==> src/shared/tioc_pkg.sv <==
/*
 * tioc_pkg: constants and carrier types for the console terminal i/o control.
 * Assumes a 12-bit host i/o bus numbered 0 (msb) to 11 (lsb) and a 32-bit apb.
 */
package tioc_pkg;

    // ------------------------------------------------------------------
    // host bus word layout
    // ------------------------------------------------------------------
    localparam int TIOC_WORD_W = 12;
    localparam int TIOC_CODE_W = 6;
    localparam int TIOC_OP_W = 3;
    localparam int TIOC_CHAR_W = 7;
    localparam int TIOC_CODE_MSB = 3;   // device code in memory data bits 3..8
    localparam int TIOC_OP_MSB = 9;     // operation code in memory data bits 9..11
    localparam int TIOC_CHAR_MSB = 5;   // character in data bits 5..11
    localparam int TIOC_MARK_BIT = 4;   // forced one on keyboard reads
    localparam int TIOC_IE_BIT = 11;    // accumulator bit for the enable latch

    // ------------------------------------------------------------------
    // default device codes and reset values
    // ------------------------------------------------------------------
    localparam logic [5:0] TIOC_KBD_CODE_RST = 6'h03;
    localparam logic [5:0] TIOC_PRT_CODE_RST = 6'h04;
    localparam logic TIOC_IE_RST = 1'b1;

    // ------------------------------------------------------------------
    // operation codes under the keyboard code
    // ------------------------------------------------------------------
    localparam logic [2:0] TIOC_OP_KBD_FLAG_CLEAR = 3'h0;
    localparam logic [2:0] TIOC_OP_KBD_FLAG_SKIP = 3'h1;
    localparam logic [2:0] TIOC_OP_KBD_FLAG_ACC_CLEAR = 3'h2;
    localparam logic [2:0] TIOC_OP_KBD_OR_READ = 3'h4;
    localparam logic [2:0] TIOC_OP_IRQ_ENABLE_WRITE = 3'h5;
    localparam logic [2:0] TIOC_OP_KBD_READ_CLEAR = 3'h6;

    // ------------------------------------------------------------------
    // operation codes under the printer code
    // ------------------------------------------------------------------
    localparam logic [2:0] TIOC_OP_PRT_FLAG_SET = 3'h0;
    localparam logic [2:0] TIOC_OP_PRT_FLAG_SKIP = 3'h1;
    localparam logic [2:0] TIOC_OP_PRT_FLAG_CLEAR = 3'h2;
    localparam logic [2:0] TIOC_OP_PRT_LOAD = 3'h4;
    localparam logic [2:0] TIOC_OP_EITHER_FLAG_SKIP = 3'h5;
    localparam logic [2:0] TIOC_OP_PRT_LOAD_AND_CLEAR = 3'h6;

    // ------------------------------------------------------------------
    // apb register map
    // ------------------------------------------------------------------
    localparam int TIOC_APB_ADDR_W = 12;
    localparam logic [11:0] TIOC_ADDR_CODES = 12'h000;
    localparam logic [11:0] TIOC_ADDR_STATUS = 12'h004;
    localparam int TIOC_CODES_KBD_LSB = 0;   // codes reg: keyboard code [5:0]
    localparam int TIOC_CODES_PRT_LSB = 8;   // codes reg: printer code [13:8]
    localparam int TIOC_ST_KBD_FLAG = 0;
    localparam int TIOC_ST_PRT_FLAG = 1;
    localparam int TIOC_ST_IE = 2;
    localparam int TIOC_ST_STROBE = 3;
    localparam int TIOC_ST_KCHAR_LSB = 8;
    localparam int TIOC_ST_PCHAR_LSB = 16;

    // ------------------------------------------------------------------
    // carrier types
    // ------------------------------------------------------------------
    typedef struct packed {
        logic iot_active;                    // an i/o transfer instruction executes
        logic [0:TIOC_WORD_W-1] mem_data;    // instruction word
        logic time_state_two;                // level
        logic timing_pulse_three;            // pulse
    } tioc_iot_t;

    typedef struct packed {
        logic internal_io_claim;
        logic skip;
        logic ac_transfer_ctl_a_n;
        logic ac_transfer_ctl_b_n;
    } tioc_resp_t;

    typedef struct packed {
        logic kbd_flag;
        logic prt_flag;
        logic irq_enable;
        logic strobe_latch;
        logic [TIOC_CHAR_W-1:0] kbd_char;
        logic [TIOC_CHAR_W-1:0] prt_char;
    } tioc_status_t;

endpackage : tioc_pkg

==> src/design/tioc_top.sv <==
/*
 * tioc_top: console terminal i/o control between a 12-bit host i/o bus and a
 * parallel printer-keyboard terminal. Decodes i/o transfer instructions under
 * two software-set device codes, moves 7-bit characters both ways.
 * Assumes the host bus timing signals are synchronous to pclk; terminal
 * inputs are asynchronous and are synchronised here.
 */
// Decided for this implementation: the APB slave port and the register addresses.
`timescale 1ns/1ps
module tioc_top (
    input wire logic pclk,
    input wire logic presetn,
    // apb
    input wire logic psel,
    input wire logic penable,
    input wire logic pwrite,
    input wire logic [tioc_pkg::TIOC_APB_ADDR_W-1:0] paddr,
    input wire logic [31:0] pwdata,
    output logic [31:0] prdata,
    output logic pready,
    output logic pslverr,
    // host i/o bus
    input wire tioc_pkg::tioc_iot_t iot,
    input wire logic [0:tioc_pkg::TIOC_WORD_W-1] bus_data_in,
    output logic [0:tioc_pkg::TIOC_WORD_W-1] bus_data_out,
    output logic [0:tioc_pkg::TIOC_WORD_W-1] bus_data_oe,
    output tioc_pkg::tioc_resp_t resp,
    output logic bus_interrupt_request_n,
    // terminal
    input wire logic printer_ready_request,
    input wire logic keyboard_char_strobe_n,
    input wire logic [tioc_pkg::TIOC_CHAR_W-1:0] keyboard_char,
    output logic [tioc_pkg::TIOC_CHAR_W-1:0] printer_char,
    output logic printer_load_strobe_n
);
    import tioc_pkg::*;

    // --------------------------------------------------------------
    // terminal input synchronisers
    // --------------------------------------------------------------
    logic ready_sync;
    logic kstrobe_n_sync;
    logic [TIOC_CHAR_W-1:0] kchar_sync;
    logic ready_prev_reg;
    logic kstrobe_n_prev_reg;

    tioc_sync #(.WIDTH(1), .RST_VAL(1'b0)) u_sync_ready (
        .pclk(pclk),
        .presetn(presetn),
        .async_in(printer_ready_request),
        .sync_out(ready_sync)
    );

    // strobe and character share one chain so they stay aligned
    tioc_sync #(.WIDTH(TIOC_CHAR_W + 1), .RST_VAL({1'b1, 7'h00})) u_sync_kbd (
        .pclk(pclk),
        .presetn(presetn),
        .async_in({keyboard_char_strobe_n, keyboard_char}),
        .sync_out({kstrobe_n_sync, kchar_sync})
    );

    // edge detect history
    always_ff @(posedge pclk or negedge presetn) begin
        if (!presetn) begin
            ready_prev_reg <= 1'b0;
            kstrobe_n_prev_reg <= 1'b1;
        end else begin
            ready_prev_reg <= ready_sync;
            kstrobe_n_prev_reg <= kstrobe_n_sync;
        end
    end

    wire ready_rise = ready_sync && !ready_prev_reg;
    wire kstrobe_fall = !kstrobe_n_sync && kstrobe_n_prev_reg;

    // --------------------------------------------------------------
    // register slave
    // --------------------------------------------------------------
    logic [TIOC_CODE_W-1:0] kbd_code;
    logic [TIOC_CODE_W-1:0] prt_code;
    tioc_status_t status;

    tioc_apb_regs u_regs (
        .pclk(pclk),
        .presetn(presetn),
        .psel(psel),
        .penable(penable),
        .pwrite(pwrite),
        .paddr(paddr),
        .pwdata(pwdata),
        .prdata(prdata),
        .pready(pready),
        .pslverr(pslverr),
        .status(status),
        .kbd_code(kbd_code),
        .prt_code(prt_code)
    );

    // --------------------------------------------------------------
    // instruction decode
    // --------------------------------------------------------------
    wire [TIOC_CODE_W-1:0] dev_code = iot.mem_data[TIOC_CODE_MSB +: TIOC_CODE_W];
    wire [TIOC_OP_W-1:0] op = iot.mem_data[TIOC_OP_MSB +: TIOC_OP_W];
    // keyboard code wins if software sets both codes equal
    wire sel_kbd = iot.iot_active && (dev_code == kbd_code);
    wire sel_prt = iot.iot_active && (dev_code == prt_code) && !sel_kbd;

    // the six keyboard and six printer instructions
    wire do_kcf = sel_kbd && (op == TIOC_OP_KBD_FLAG_CLEAR);
    wire do_ksf = sel_kbd && (op == TIOC_OP_KBD_FLAG_SKIP);
    wire do_kcc = sel_kbd && (op == TIOC_OP_KBD_FLAG_ACC_CLEAR);
    wire do_krs = sel_kbd && (op == TIOC_OP_KBD_OR_READ);
    wire do_kie = sel_kbd && (op == TIOC_OP_IRQ_ENABLE_WRITE);
    wire do_krb = sel_kbd && (op == TIOC_OP_KBD_READ_CLEAR);
    wire do_tfl = sel_prt && (op == TIOC_OP_PRT_FLAG_SET);
    wire do_tsf = sel_prt && (op == TIOC_OP_PRT_FLAG_SKIP);
    wire do_tcf = sel_prt && (op == TIOC_OP_PRT_FLAG_CLEAR);
    wire do_tpc = sel_prt && (op == TIOC_OP_PRT_LOAD);
    wire do_tsk = sel_prt && (op == TIOC_OP_EITHER_FLAG_SKIP);
    wire do_tls = sel_prt && (op == TIOC_OP_PRT_LOAD_AND_CLEAR);

    // --------------------------------------------------------------
    // once-per-instruction pulse three
    // --------------------------------------------------------------
    logic tp3_prev_reg;
    logic done_reg;

    always_ff @(posedge pclk or negedge presetn) begin
        if (!presetn) begin
            tp3_prev_reg <= 1'b0;
        end else begin
            tp3_prev_reg <= iot.timing_pulse_three;
        end
    end

    wire tp3_edge = iot.timing_pulse_three && !tp3_prev_reg;
    wire act = tp3_edge && iot.iot_active && !done_reg;
    wire tp3_any = tp3_edge;

    // one action per instruction, rearmed when the instruction ends
    always_ff @(posedge pclk or negedge presetn) begin
        if (!presetn) begin
            done_reg <= 1'b0;
        end else if (!iot.iot_active) begin
            done_reg <= 1'b0;
        end else if (act) begin
            done_reg <= 1'b1;
        end
    end

    // --------------------------------------------------------------
    // flags, enable latch, character registers
    // --------------------------------------------------------------
    logic kbd_flag_reg;
    logic prt_flag_reg;
    logic ie_reg;
    logic strobe_latch_reg;
    logic [TIOC_CHAR_W-1:0] kchar_reg;
    logic [TIOC_CHAR_W-1:0] pchar_reg;

    wire prt_load = act && (do_tpc || do_tls);
    wire prt_set = ready_rise || (act && do_tfl);
    wire prt_clr = act && (do_tcf || do_tls);
    wire kbd_clr = act && (do_kcf || do_kcc || do_krb);

    // set wins over clear on both flags
    wire prt_flag_next = prt_set || (prt_flag_reg && !prt_clr);
    wire kbd_flag_next = kstrobe_fall || (kbd_flag_reg && !kbd_clr);
    // strobe latch drops at the next pulse three edge, whether or not an instruction is active
    wire strobe_next = prt_load || (strobe_latch_reg && !tp3_any);

    always_ff @(posedge pclk or negedge presetn) begin
        if (!presetn) begin
            prt_flag_reg <= 1'b0;
            kbd_flag_reg <= 1'b0;
            strobe_latch_reg <= 1'b0;
        end else begin
            prt_flag_reg <= prt_flag_next;
            kbd_flag_reg <= kbd_flag_next;
            strobe_latch_reg <= strobe_next;
        end
    end

    // interrupt enable from accumulator bit 11
    always_ff @(posedge pclk or negedge presetn) begin
        if (!presetn) begin
            ie_reg <= TIOC_IE_RST;
        end else if (act && do_kie) begin
            ie_reg <= bus_data_in[TIOC_IE_BIT];
        end
    end

    // input register, changed only by the keyboard strobe
    always_ff @(posedge pclk or negedge presetn) begin
        if (!presetn) begin
            kchar_reg <= 7'h00;
        end else if (kstrobe_fall) begin
            kchar_reg <= kchar_sync;
        end
    end

    // output register from data bits 5..11
    always_ff @(posedge pclk or negedge presetn) begin
        if (!presetn) begin
            pchar_reg <= 7'h00;
        end else if (prt_load) begin
            pchar_reg <= bus_data_in[TIOC_CHAR_MSB +: TIOC_CHAR_W];
        end
    end

    // --------------------------------------------------------------
    // terminal outputs
    // --------------------------------------------------------------
    assign printer_char = pchar_reg;
    assign printer_load_strobe_n = !(strobe_latch_reg && iot.time_state_two);

    // --------------------------------------------------------------
    // host bus answers
    // --------------------------------------------------------------
    wire kbd_read = do_krs || do_krb;
    wire any_flag_irq = ie_reg && (kbd_flag_reg || prt_flag_reg);

    assign resp.internal_io_claim = sel_kbd || sel_prt;
    assign resp.skip = (do_ksf && kbd_flag_reg)
                     || (do_tsf && prt_flag_reg)
                     || (do_tsk && any_flag_irq);
    assign resp.ac_transfer_ctl_a_n = !(do_kcc || do_krb);
    assign resp.ac_transfer_ctl_b_n = !(do_kcc || do_krb || do_krs);
    assign bus_interrupt_request_n = !any_flag_irq;

    // read data: character on bits 5..11, bit 4 forced high
    assign bus_data_out = {4'h0, 1'b1, kchar_reg};
    assign bus_data_oe = kbd_read ? 12'h0FF : 12'h000;

    // --------------------------------------------------------------
    // status toward software
    // --------------------------------------------------------------
    assign status.kbd_flag = kbd_flag_reg;
    assign status.prt_flag = prt_flag_reg;
    assign status.irq_enable = ie_reg;
    assign status.strobe_latch = strobe_latch_reg;
    assign status.kbd_char = kchar_reg;
    assign status.prt_char = pchar_reg;
endmodule : tioc_top

==> src/design/tioc_sync.sv <==
/*
 * tioc_sync: three-flop input synchroniser with agreement filter.
 * Assumes asynchronous inputs; output changes once stages two and three agree.
 */
`timescale 1ns/1ps
module tioc_sync #(
    parameter int WIDTH = 1,
    parameter logic [WIDTH-1:0] RST_VAL = '0
) (
    input wire logic pclk,
    input wire logic presetn,
    input wire logic [WIDTH-1:0] async_in,
    output logic [WIDTH-1:0] sync_out
);
    initial begin
        if (WIDTH < 1) $error("tioc_sync: WIDTH must be at least 1");
    end

    logic [WIDTH-1:0] s1_reg;
    logic [WIDTH-1:0] s2_reg;
    logic [WIDTH-1:0] s3_reg;
    logic [WIDTH-1:0] out_reg;
    wire [WIDTH-1:0] agree = ~(s2_reg ^ s3_reg);

    // --------------------------------------------------------------
    // shift chain, per-bit accept on agreement
    // --------------------------------------------------------------
    always_ff @(posedge pclk or negedge presetn) begin
        if (!presetn) begin
            s1_reg <= RST_VAL;
            s2_reg <= RST_VAL;
            s3_reg <= RST_VAL;
            out_reg <= RST_VAL;
        end else begin
            s1_reg <= async_in;
            s2_reg <= s1_reg;
            s3_reg <= s2_reg;
            out_reg <= (agree & s3_reg) | (~agree & out_reg);
        end
    end

    assign sync_out = out_reg;
endmodule : tioc_sync

==> src/design/tioc_apb_regs.sv <==
/*
 * tioc_apb_regs: apb slave holding the device codes and showing status.
 * Assumes a 32-bit apb master on pclk; zero wait states.
 */
`timescale 1ns/1ps
module tioc_apb_regs (
    input wire logic pclk,
    input wire logic presetn,
    input wire logic psel,
    input wire logic penable,
    input wire logic pwrite,
    input wire logic [tioc_pkg::TIOC_APB_ADDR_W-1:0] paddr,
    input wire logic [31:0] pwdata,
    output logic [31:0] prdata,
    output logic pready,
    output logic pslverr,
    input wire tioc_pkg::tioc_status_t status,
    output logic [tioc_pkg::TIOC_CODE_W-1:0] kbd_code,
    output logic [tioc_pkg::TIOC_CODE_W-1:0] prt_code
);
    import tioc_pkg::*;

    logic [TIOC_CODE_W-1:0] kbd_code_reg;
    logic [TIOC_CODE_W-1:0] prt_code_reg;

    // --------------------------------------------------------------
    // decode
    // --------------------------------------------------------------
    wire hit_codes = (paddr == TIOC_ADDR_CODES);
    wire hit_status = (paddr == TIOC_ADDR_STATUS);
    wire access = psel && penable;
    wire wr_codes = access && pwrite && hit_codes;
    wire [31:0] codes_word = {18'h0, prt_code_reg, 2'h0, kbd_code_reg};
    wire [31:0] status_word = {9'h0, status.prt_char, 1'b0, status.kbd_char,
                               4'h0, status.strobe_latch, status.irq_enable,
                               status.prt_flag, status.kbd_flag};

    assign pready = 1'b1;
    assign pslverr = access && !(hit_codes || (hit_status && !pwrite));
    assign prdata = (access && !pwrite && hit_codes) ? codes_word :
                    (access && !pwrite && hit_status) ? status_word : 32'h0000_0000;

    // code registers, written in the access phase
    always_ff @(posedge pclk or negedge presetn) begin
        if (!presetn) begin
            kbd_code_reg <= TIOC_KBD_CODE_RST;
            prt_code_reg <= TIOC_PRT_CODE_RST;
        end else if (wr_codes) begin
            kbd_code_reg <= pwdata[TIOC_CODES_KBD_LSB +: TIOC_CODE_W];
            prt_code_reg <= pwdata[TIOC_CODES_PRT_LSB +: TIOC_CODE_W];
        end
    end

    assign kbd_code = kbd_code_reg;
    assign prt_code = prt_code_reg;
endmodule : tioc_apb_regs

==> config.mk <==
export PLATFORM = sky130hd
export DESIGN_NAME = tioc_top
export DESIGN_NICKNAME = d
export VERILOG_FILES = /design/src/shared/tioc_pkg.sv /design/src/design/tioc_top.sv /design/src/design/tioc_sync.sv /design/src/design/tioc_apb_regs.sv
export SDC_FILE = /design/constraint.sdc
export NUM_CORES = 1
export LEC_CHECK = 0
export ABC_CLOCK_PERIOD_IN_PS = 2500
export BUFFER_PORTS_ARGS = -buffer_cell sky130_fd_sc_hd__buf_2
export CAP_MARGIN = 25
export CORE_MARGIN = 4
export CORE_UTILIZATION = 41
export DETAILED_ROUTE_END_ITERATION = 10
export PLACE_DENSITY = 0.77
export SYNTH_ARGS = -nofsm -noshare
export SYNTH_HDL_FRONTEND = slang
export SYNTH_SLANG_ARGS = --single-unit
==> constraint.sdc <==
create_clock -name pclk -period 2.5 [get_ports pclk]
set_clock_uncertainty 0.15 [all_clocks]
set_input_delay 0.5 -clock pclk [delete_from_list [all_inputs] [get_ports pclk]]
set_output_delay 0.5 -clock pclk [all_outputs]
set_load 0.01 [all_outputs]
==> results.ini, run 1 <==
[sta]
post-route-min-period_ns=2.87
finalCritPeriodShare_pct=115
final_max_slew_viol_count=0
finalSetupViolations=16
hold_viol=0
timing.final.ws_setup_ns=-0.369
tightest_slew_ns=0.835
max_freq_mhz=349
slew_headroom_pct=44.3
rsz0062_at_grt=yes
hold-worst-slack_ns=0.103

[logic_synthesis]
synth_top_area_cell=dfrtp_1
synth_xor_xnor_area_share_pct=3.54
synth_cell_types=37
synth_ff_type=dfrtp_1
synth_top_area_share_pct=51.3
synth-edff-count=0
syn_avg_cell_area_sq_um=13.5
netlist_area_sq_mm=0.00297
synthSimpleGateAreaFrac_pct=8.92
syn_inst=220
ys_async_sr_fraction_pct=100
synthTopCellsByArea=dfrtp_1, mux2_2, dfstp_2
synth_seq_cells=70
synth_top_family_by_area=multiplexers
synthMuxAreaShare_pct=10.2
ys_seq_area_share_pct=59.3
yosys.area_share.adder_pct=3.03
ys_warn_count=0
synth_compound_area_share_pct=5.64

[layout]
finalCoreUtilization_pct=61.0
nets=437
fillers=571
fin_area_sq_mm=0.00421
drive_above_1_share_pct=58.8
multi_input_area_sq_mm=0.00115
final_cell_mix=buf_2, dfrtp_1, mux2_2
layout_commonest_cell=buf_2
seq_area_sq_mm=0.00176
area_growth_syn_to_layout_pct=41.7
num_antenna_cells=0

[place]
dp_hpwl_um=4700
gp_congestion=0.795
port_buffers=105
place_area_sq_mm=0.00363

[floorplanning]
rows=30
initial_core_util_pct=43.0
die_area_sq_mm=0.00868
die_h_um=93.2
core-area_sq_mm=0.00691
ios=156
die_w_um=93.2

[setup_path]
cp_max_fo=2
worstSetupPathType=reg -> out
required_ns=1.85
worst_ep_arrival_time_ns=2.22
cp-end-kind=output port
cp-start-kind=flop

[status]
violations=setup timing
run_status=finished, violations left

[power_and_ir_drop]
power.leakage_nw=2.09
irDropWorstVdd_v=0.000416
p_per_area_mw_per_mm2=619

[clock_network]
cts_made_buffers=9
clockBufferDepth=2
cts_tree=yes
clock-sinks=70
clk_pin_slew_ns=0.07
cts_root_buf=clkbuf_8
h-tree-depth=3
clkLatencyLatePin_ns=0.34

[routing]
dr.pass1.iters=4
drc=0
routed_wl_um=6970
vias=2088
first_iter_violations=76
via_per_inst=4.61
routedWlPerCell_um=15.4
drt.antenna.violating_nets=0

[grt]
antenna_found_initial=0
grt_usage_pct=16.6
grt_pass1_wl_um=10800
grt_pass1_vias=2183
grt_max_degree=71
grt_overflow=0

[min_path]
hold_class=in -> async

[flow_run]
max-cap-violations=0

==> final cells by class <==
cell class,count,share of cell area (%)
clock buffer,10,3.27
timing repair buffer,136,21.8
sequential,70,41.9
tap,96,2.85
clock inverter,6,2.58
inverter,4,0.357
multi-input combinational,131,27.2
==> cells by family after synthesis <==
group                    count (synthesis)
buffers and inverters                   39
AND/OR/NAND/NOR                         40
other                                    2
multiplexers                            27
AO/OA/AOI/OAI                           21
XOR/XNOR                                12
adder cells (fa/ha/maj)                  9
flip-flops                              70
==> synth_stat cells, types with 5 or more instances <==
cell type	number
mux2_2	27
nand2_1	5
and2_1	10
buf_4	31
maj3_1	9
a22o_1	9
dfstp_2	9
xor2_1	6
xnor2_1	6
dfrtp_1	61
o21ai_0	5
==> path summary, 6_finish.rpt <==
path / from / endpoint / slack [ns] / depth (start not counted)
min in group pclk: keyboard_char_strobe_n / u_sync_kbd.s1_reg[7] / 0.11 / 1
hold reg to reg: u_sync_kbd.s1_reg[2] / u_sync_kbd.s2_reg[2] / 0.20 / 0
setup reg to reg: u_regs.kbd_code[1] / printer_char[3] / 0.23 / 6
max in group asynchronous: presetn / async pin / 1.55 / 1
setup / recovery: u_regs.kbd_code[1] / resp[2] / -0.37 / 5
hold / removal: presetn / u_sync_kbd.s1_reg[6] / 0.10 / 1
==> worst max-delay path: stages, from the launching register on <==
cell and delay (ns):
dfstp_2 0.54, xor2_1 0.06, or4_4 0.53, or3b_1 0.37, a221oi_2 0.22, buf_2 0.16
==> stage by stage <==
| stage | setup TNS, ns | total power, mW | cells | setup slack (ns) |
|---|---|---|---|---|
| after global routing | -5.83 | 2.73 | 453 | -0.508 |
| final | -3.27 | 2.61 | 453 | -0.369 |
| after global placement | -0.988 | 1.51 | 426 | -0.269 |
| after floorplan | -0.0936 | 1.40 | 240 | -0.0936 |
| after CTS | -2.56 | 2.64 | 453 | -0.376 |
| after detailed placement | -2.20 | 1.52 | 426 | -0.287 |
==> routing by layer <==
layer / track usage (%) / wire (um) / part of all wire [%] / vias up
met4: 6.59 / 95 / 1.4 / 0
met1: 20.1 / 2810 / 40 / 1007
met5: 0 / 0 / 0 / -
li1: - / - / - / 977
met3: 4.83 / 538 / 7.7 / 9
met2: 27.8 / 3520 / 51 / 95
==> where the power goes <==
group / switching [mW] / internal (mW)
combinational: 0.129 / 0.126
clock: 0.405 / 0.688
sequential: 0.0466 / 1.21
==> what timing repair did <==
item | in CTS | in global routing
pin swaps | 6 | 11
buffers inserted | 8 | 2
gates cloned | 3 | 1
gates resized for setup | 31 | 22
hold buffers | 0 | 0
endpoints found under the setup margin | 30 | 32
Power figures use the tool's default switching activity.
==> run 2, diff against run 1 <==
--- a/config.mk
+++ b/config.mk
@@ -5,11 +5,12 @@
 export SDC_FILE = /design/constraint.sdc
 export NUM_CORES = 1
 export LEC_CHECK = 0
+export ABC_AREA = 1
 export ABC_CLOCK_PERIOD_IN_PS = 2500
 export BUFFER_PORTS_ARGS = -buffer_cell sky130_fd_sc_hd__buf_2
 export CAP_MARGIN = 25
-export CORE_MARGIN = 4
-export CORE_UTILIZATION = 41
+export CORE_MARGIN = 1
+export CORE_UTILIZATION = 42
 export DETAILED_ROUTE_END_ITERATION = 10
 export PLACE_DENSITY = 0.77
 export SYNTH_ARGS = -nofsm -noshare
==> results.ini, run 2 <==
[status]
run_status=finished, final reports clean

[grt]
grt_max_degree=40
grt_pass1_vias=2553
grt_overflow=0
grt_pass1_wl_um=11300
antenna_found_initial=2
grt_usage_pct=17.5

[sta]
post-route-min-period_ns=2.39
hold-worst-slack_ns=0.119
finalSetupViolations=0
timing.final.ws_setup_ns=0.109
finalCritPeriodShare_pct=95.7
rsz0062_at_grt=yes
hold_viol=0
final_max_slew_viol_count=0
max_freq_mhz=418

[place]
gp_congestion=0.896
port_buffers=105
dp_hpwl_um=5270
pre_cts_slack_ns=0.152

[clock_network]
cts_root_buf=clkbuf_8
clkLatencyLatePin_ns=0.33
clk_pin_slew_ns=0.07
clock-sinks=70
cts_tree=yes
cts_made_buffers=9
clockBufferDepth=2
h-tree-depth=3

[routing]
dr.pass1.iters=4
vias=2563
first_iter_violations=95
routed_wl_um=6690
drc=0
drt.antenna.violating_nets=0
via_per_inst=4.47
routedWlPerCell_um=11.7

[flow_run]
max-cap-violations=0

[layout]
fillers=685
nets=553
final_cell_mix=buf_2, nand2_1, dfrtp_1
drive_above_1_share_pct=38.1
area_growth_syn_to_layout_pct=23.6
layout_commonest_cell=buf_2

[logic_synthesis]
syn_inst=354
synth_seq_cells=70
ys_warn_count=0
synth_top_area_share_pct=46.7
synth_most_common_cell=nand2_1
synthTopCellsByCount=nand2_1, dfrtp_1, inv_1, nor2_1, buf_4
synth_cell_types=29
syn_avg_cell_area_sq_um=9.22
synth_top_area_cell=dfrtp_1
ys_seq_area_share_pct=54.0
synth-edff-count=0
synthTopCellsByArea=dfrtp_1, nand2_1, dfstp_2
ys_async_sr_fraction_pct=100
synth_ff_type=dfrtp_1
netlist_area_sq_mm=0.00327

[floorplanning]
initial_core_util_pct=44.3
core-area_sq_mm=0.00737
rows=31
die_h_um=90.2
die_area_sq_mm=0.00813
die_w_um=90.2
ios=156

[setup_path]
cp-end-kind=output port
cpMaxStageDelayCell=dfstp_2
crit_chain=inv_2 > nand2_2 > nand2_1 > inv_1 > nand2_1 > nor2_1 > nand2_2 > nor3_2 > buf_4 > buf_2
critical_path_buf_inv_count=4
critPathTopFamily=flip-flops
cp-start-kind=flop
reg2reg_slack_ns=0.65
worstSetupPathType=reg -> out
cp_slowest_stage_delay_ns=0.53
required_ns=1.85
cp_max_fo=8
worst_ep_arrival_time_ns=1.74

[power_and_ir_drop]
p_switching_mw=0.577
combinationalPowerShare_pct=11.0
p_per_area_mw_per_mm2=566
p_clk_share_pct=34.0
netSwitchingFraction_pct=25.3
power.leakage_nw=2.16
p_seq_share_pct=55.0
power.internal_mw=1.71
irDropWorstVdd_v=0.000461
fin_total_pwr_mw=2.28

[min_path]
hold_class=in -> reg

-- run 2: changes by cell type in the layout (fill, tap and decap cells not counted), moves of 8 or more --
cell     previous run  this run
a21oi_1             0        17
o21ai_2             0         8
nor2_1              1        38
nand2_1             5        65
inv_1               4        44
a22o_1              9         0
buf_6              25         3
buf_2              88       101
buf_4              21        13
mux2_2             27         6
nand3_1             0        14
-- run 2: stage by stage --
| step | TNS [ns] | std cells | instance area, sq um | util [%] |
|---|---|---|---|---|
| floorplan | 0 | 374 | 3340 | - |
| global placement | 0 | 552 | 3800 | 51.6 |
| detailed placement | 0 | 552 | 3800 | 51.6 |
| CTS | 0 | 570 | 3990 | 54.1 |
| global route | -0.0705 | 572 | 4030 | 54.7 |
| finish | 0 | 573 | 4040 | 54.8 |
-- run 2: power groups by stage --
stage | registers, mW | clock network [mW] | logic, mW
2_1_floorplan | 1.28 | 0 | 0.132
3_3_place_gp | 1.27 | 0 | 0.244
3_5_place_dp | 1.28 | 0 | 0.252
4_1_cts | 1.26 | 0.801 | 0.254
5_1_grt | 1.27 | 0.850 | 0.282
6_report | 1.26 | 0.777 | 0.250
-- run 2: logic make-up after synthesis --
family	Yosys count	synth area share [%]
AO/OA/AOI/OAI	41	7.59
XOR/XNOR	3	0.805
adder cells (fa/ha/maj)	9	2.76
buffers and inverters	86	13.7
flip-flops	70	54.0
multiplexers	6	2.07
other	2	0.230
AND/OR/NAND/NOR	137	18.9
-- run 2: layer usage --
metal | wire [um] | GRT usage [%] | share of wire, %
met1 | 2730 | 20.0 | 41
met2 | 3440 | 30.8 | 51
met3 | 359 | 4.31 | 5.4
met4 | 151 | 8.20 | 2.3
met5 | 13 | 0 | 0.19
-- run 2: layout make-up --
type / instances / area, sq um / area share [%]
Antenna cell: 1 / 2.50 / 0.0620
Clock buffer: 12 / 145 / 3.60
Clock inverter: 4 / 23.8 / 0.589
Inverter: 51 / 191 / 4.74
Multi-Input combinational cell: 218 / 1140 / 28.2
Sequential cell: 70 / 1760 / 43.7
Tap cell: 99 / 124 / 3.07
Timing Repair Buffer: 118 / 647 / 16.0
-- run 2: repair_timing --
| item | 4_1_cts | 5_1_grt |
|---|---|---|
| endpoints found under the setup margin | 8 | 11 |
| hold endpoints to repair | 32 | 0 |
| gates resized for setup | 0 | 9 |
| pin swaps | 1 | 2 |
| hold buffers | 1 | 0 |
| buffers inserted | 1 | 2 |
-- run 2: final timing paths --
kind	from	cells past startpoint	to
max in group asynchronous	presetn	3	ie_reg
min in group asynchronous	presetn	2	u_sync_ready.s3_reg
setup reg to reg	u_regs.prt_code[2]	10	printer_char[1]
setup / recovery	u_regs.kbd_code[1]	10	bus_data_oe[4]
hold reg to reg	u_sync_kbd.s1_reg[5]	0	u_sync_kbd.s2_reg[5]
hold / removal	keyboard_char[0]	1	u_sync_kbd.s1_reg[0]
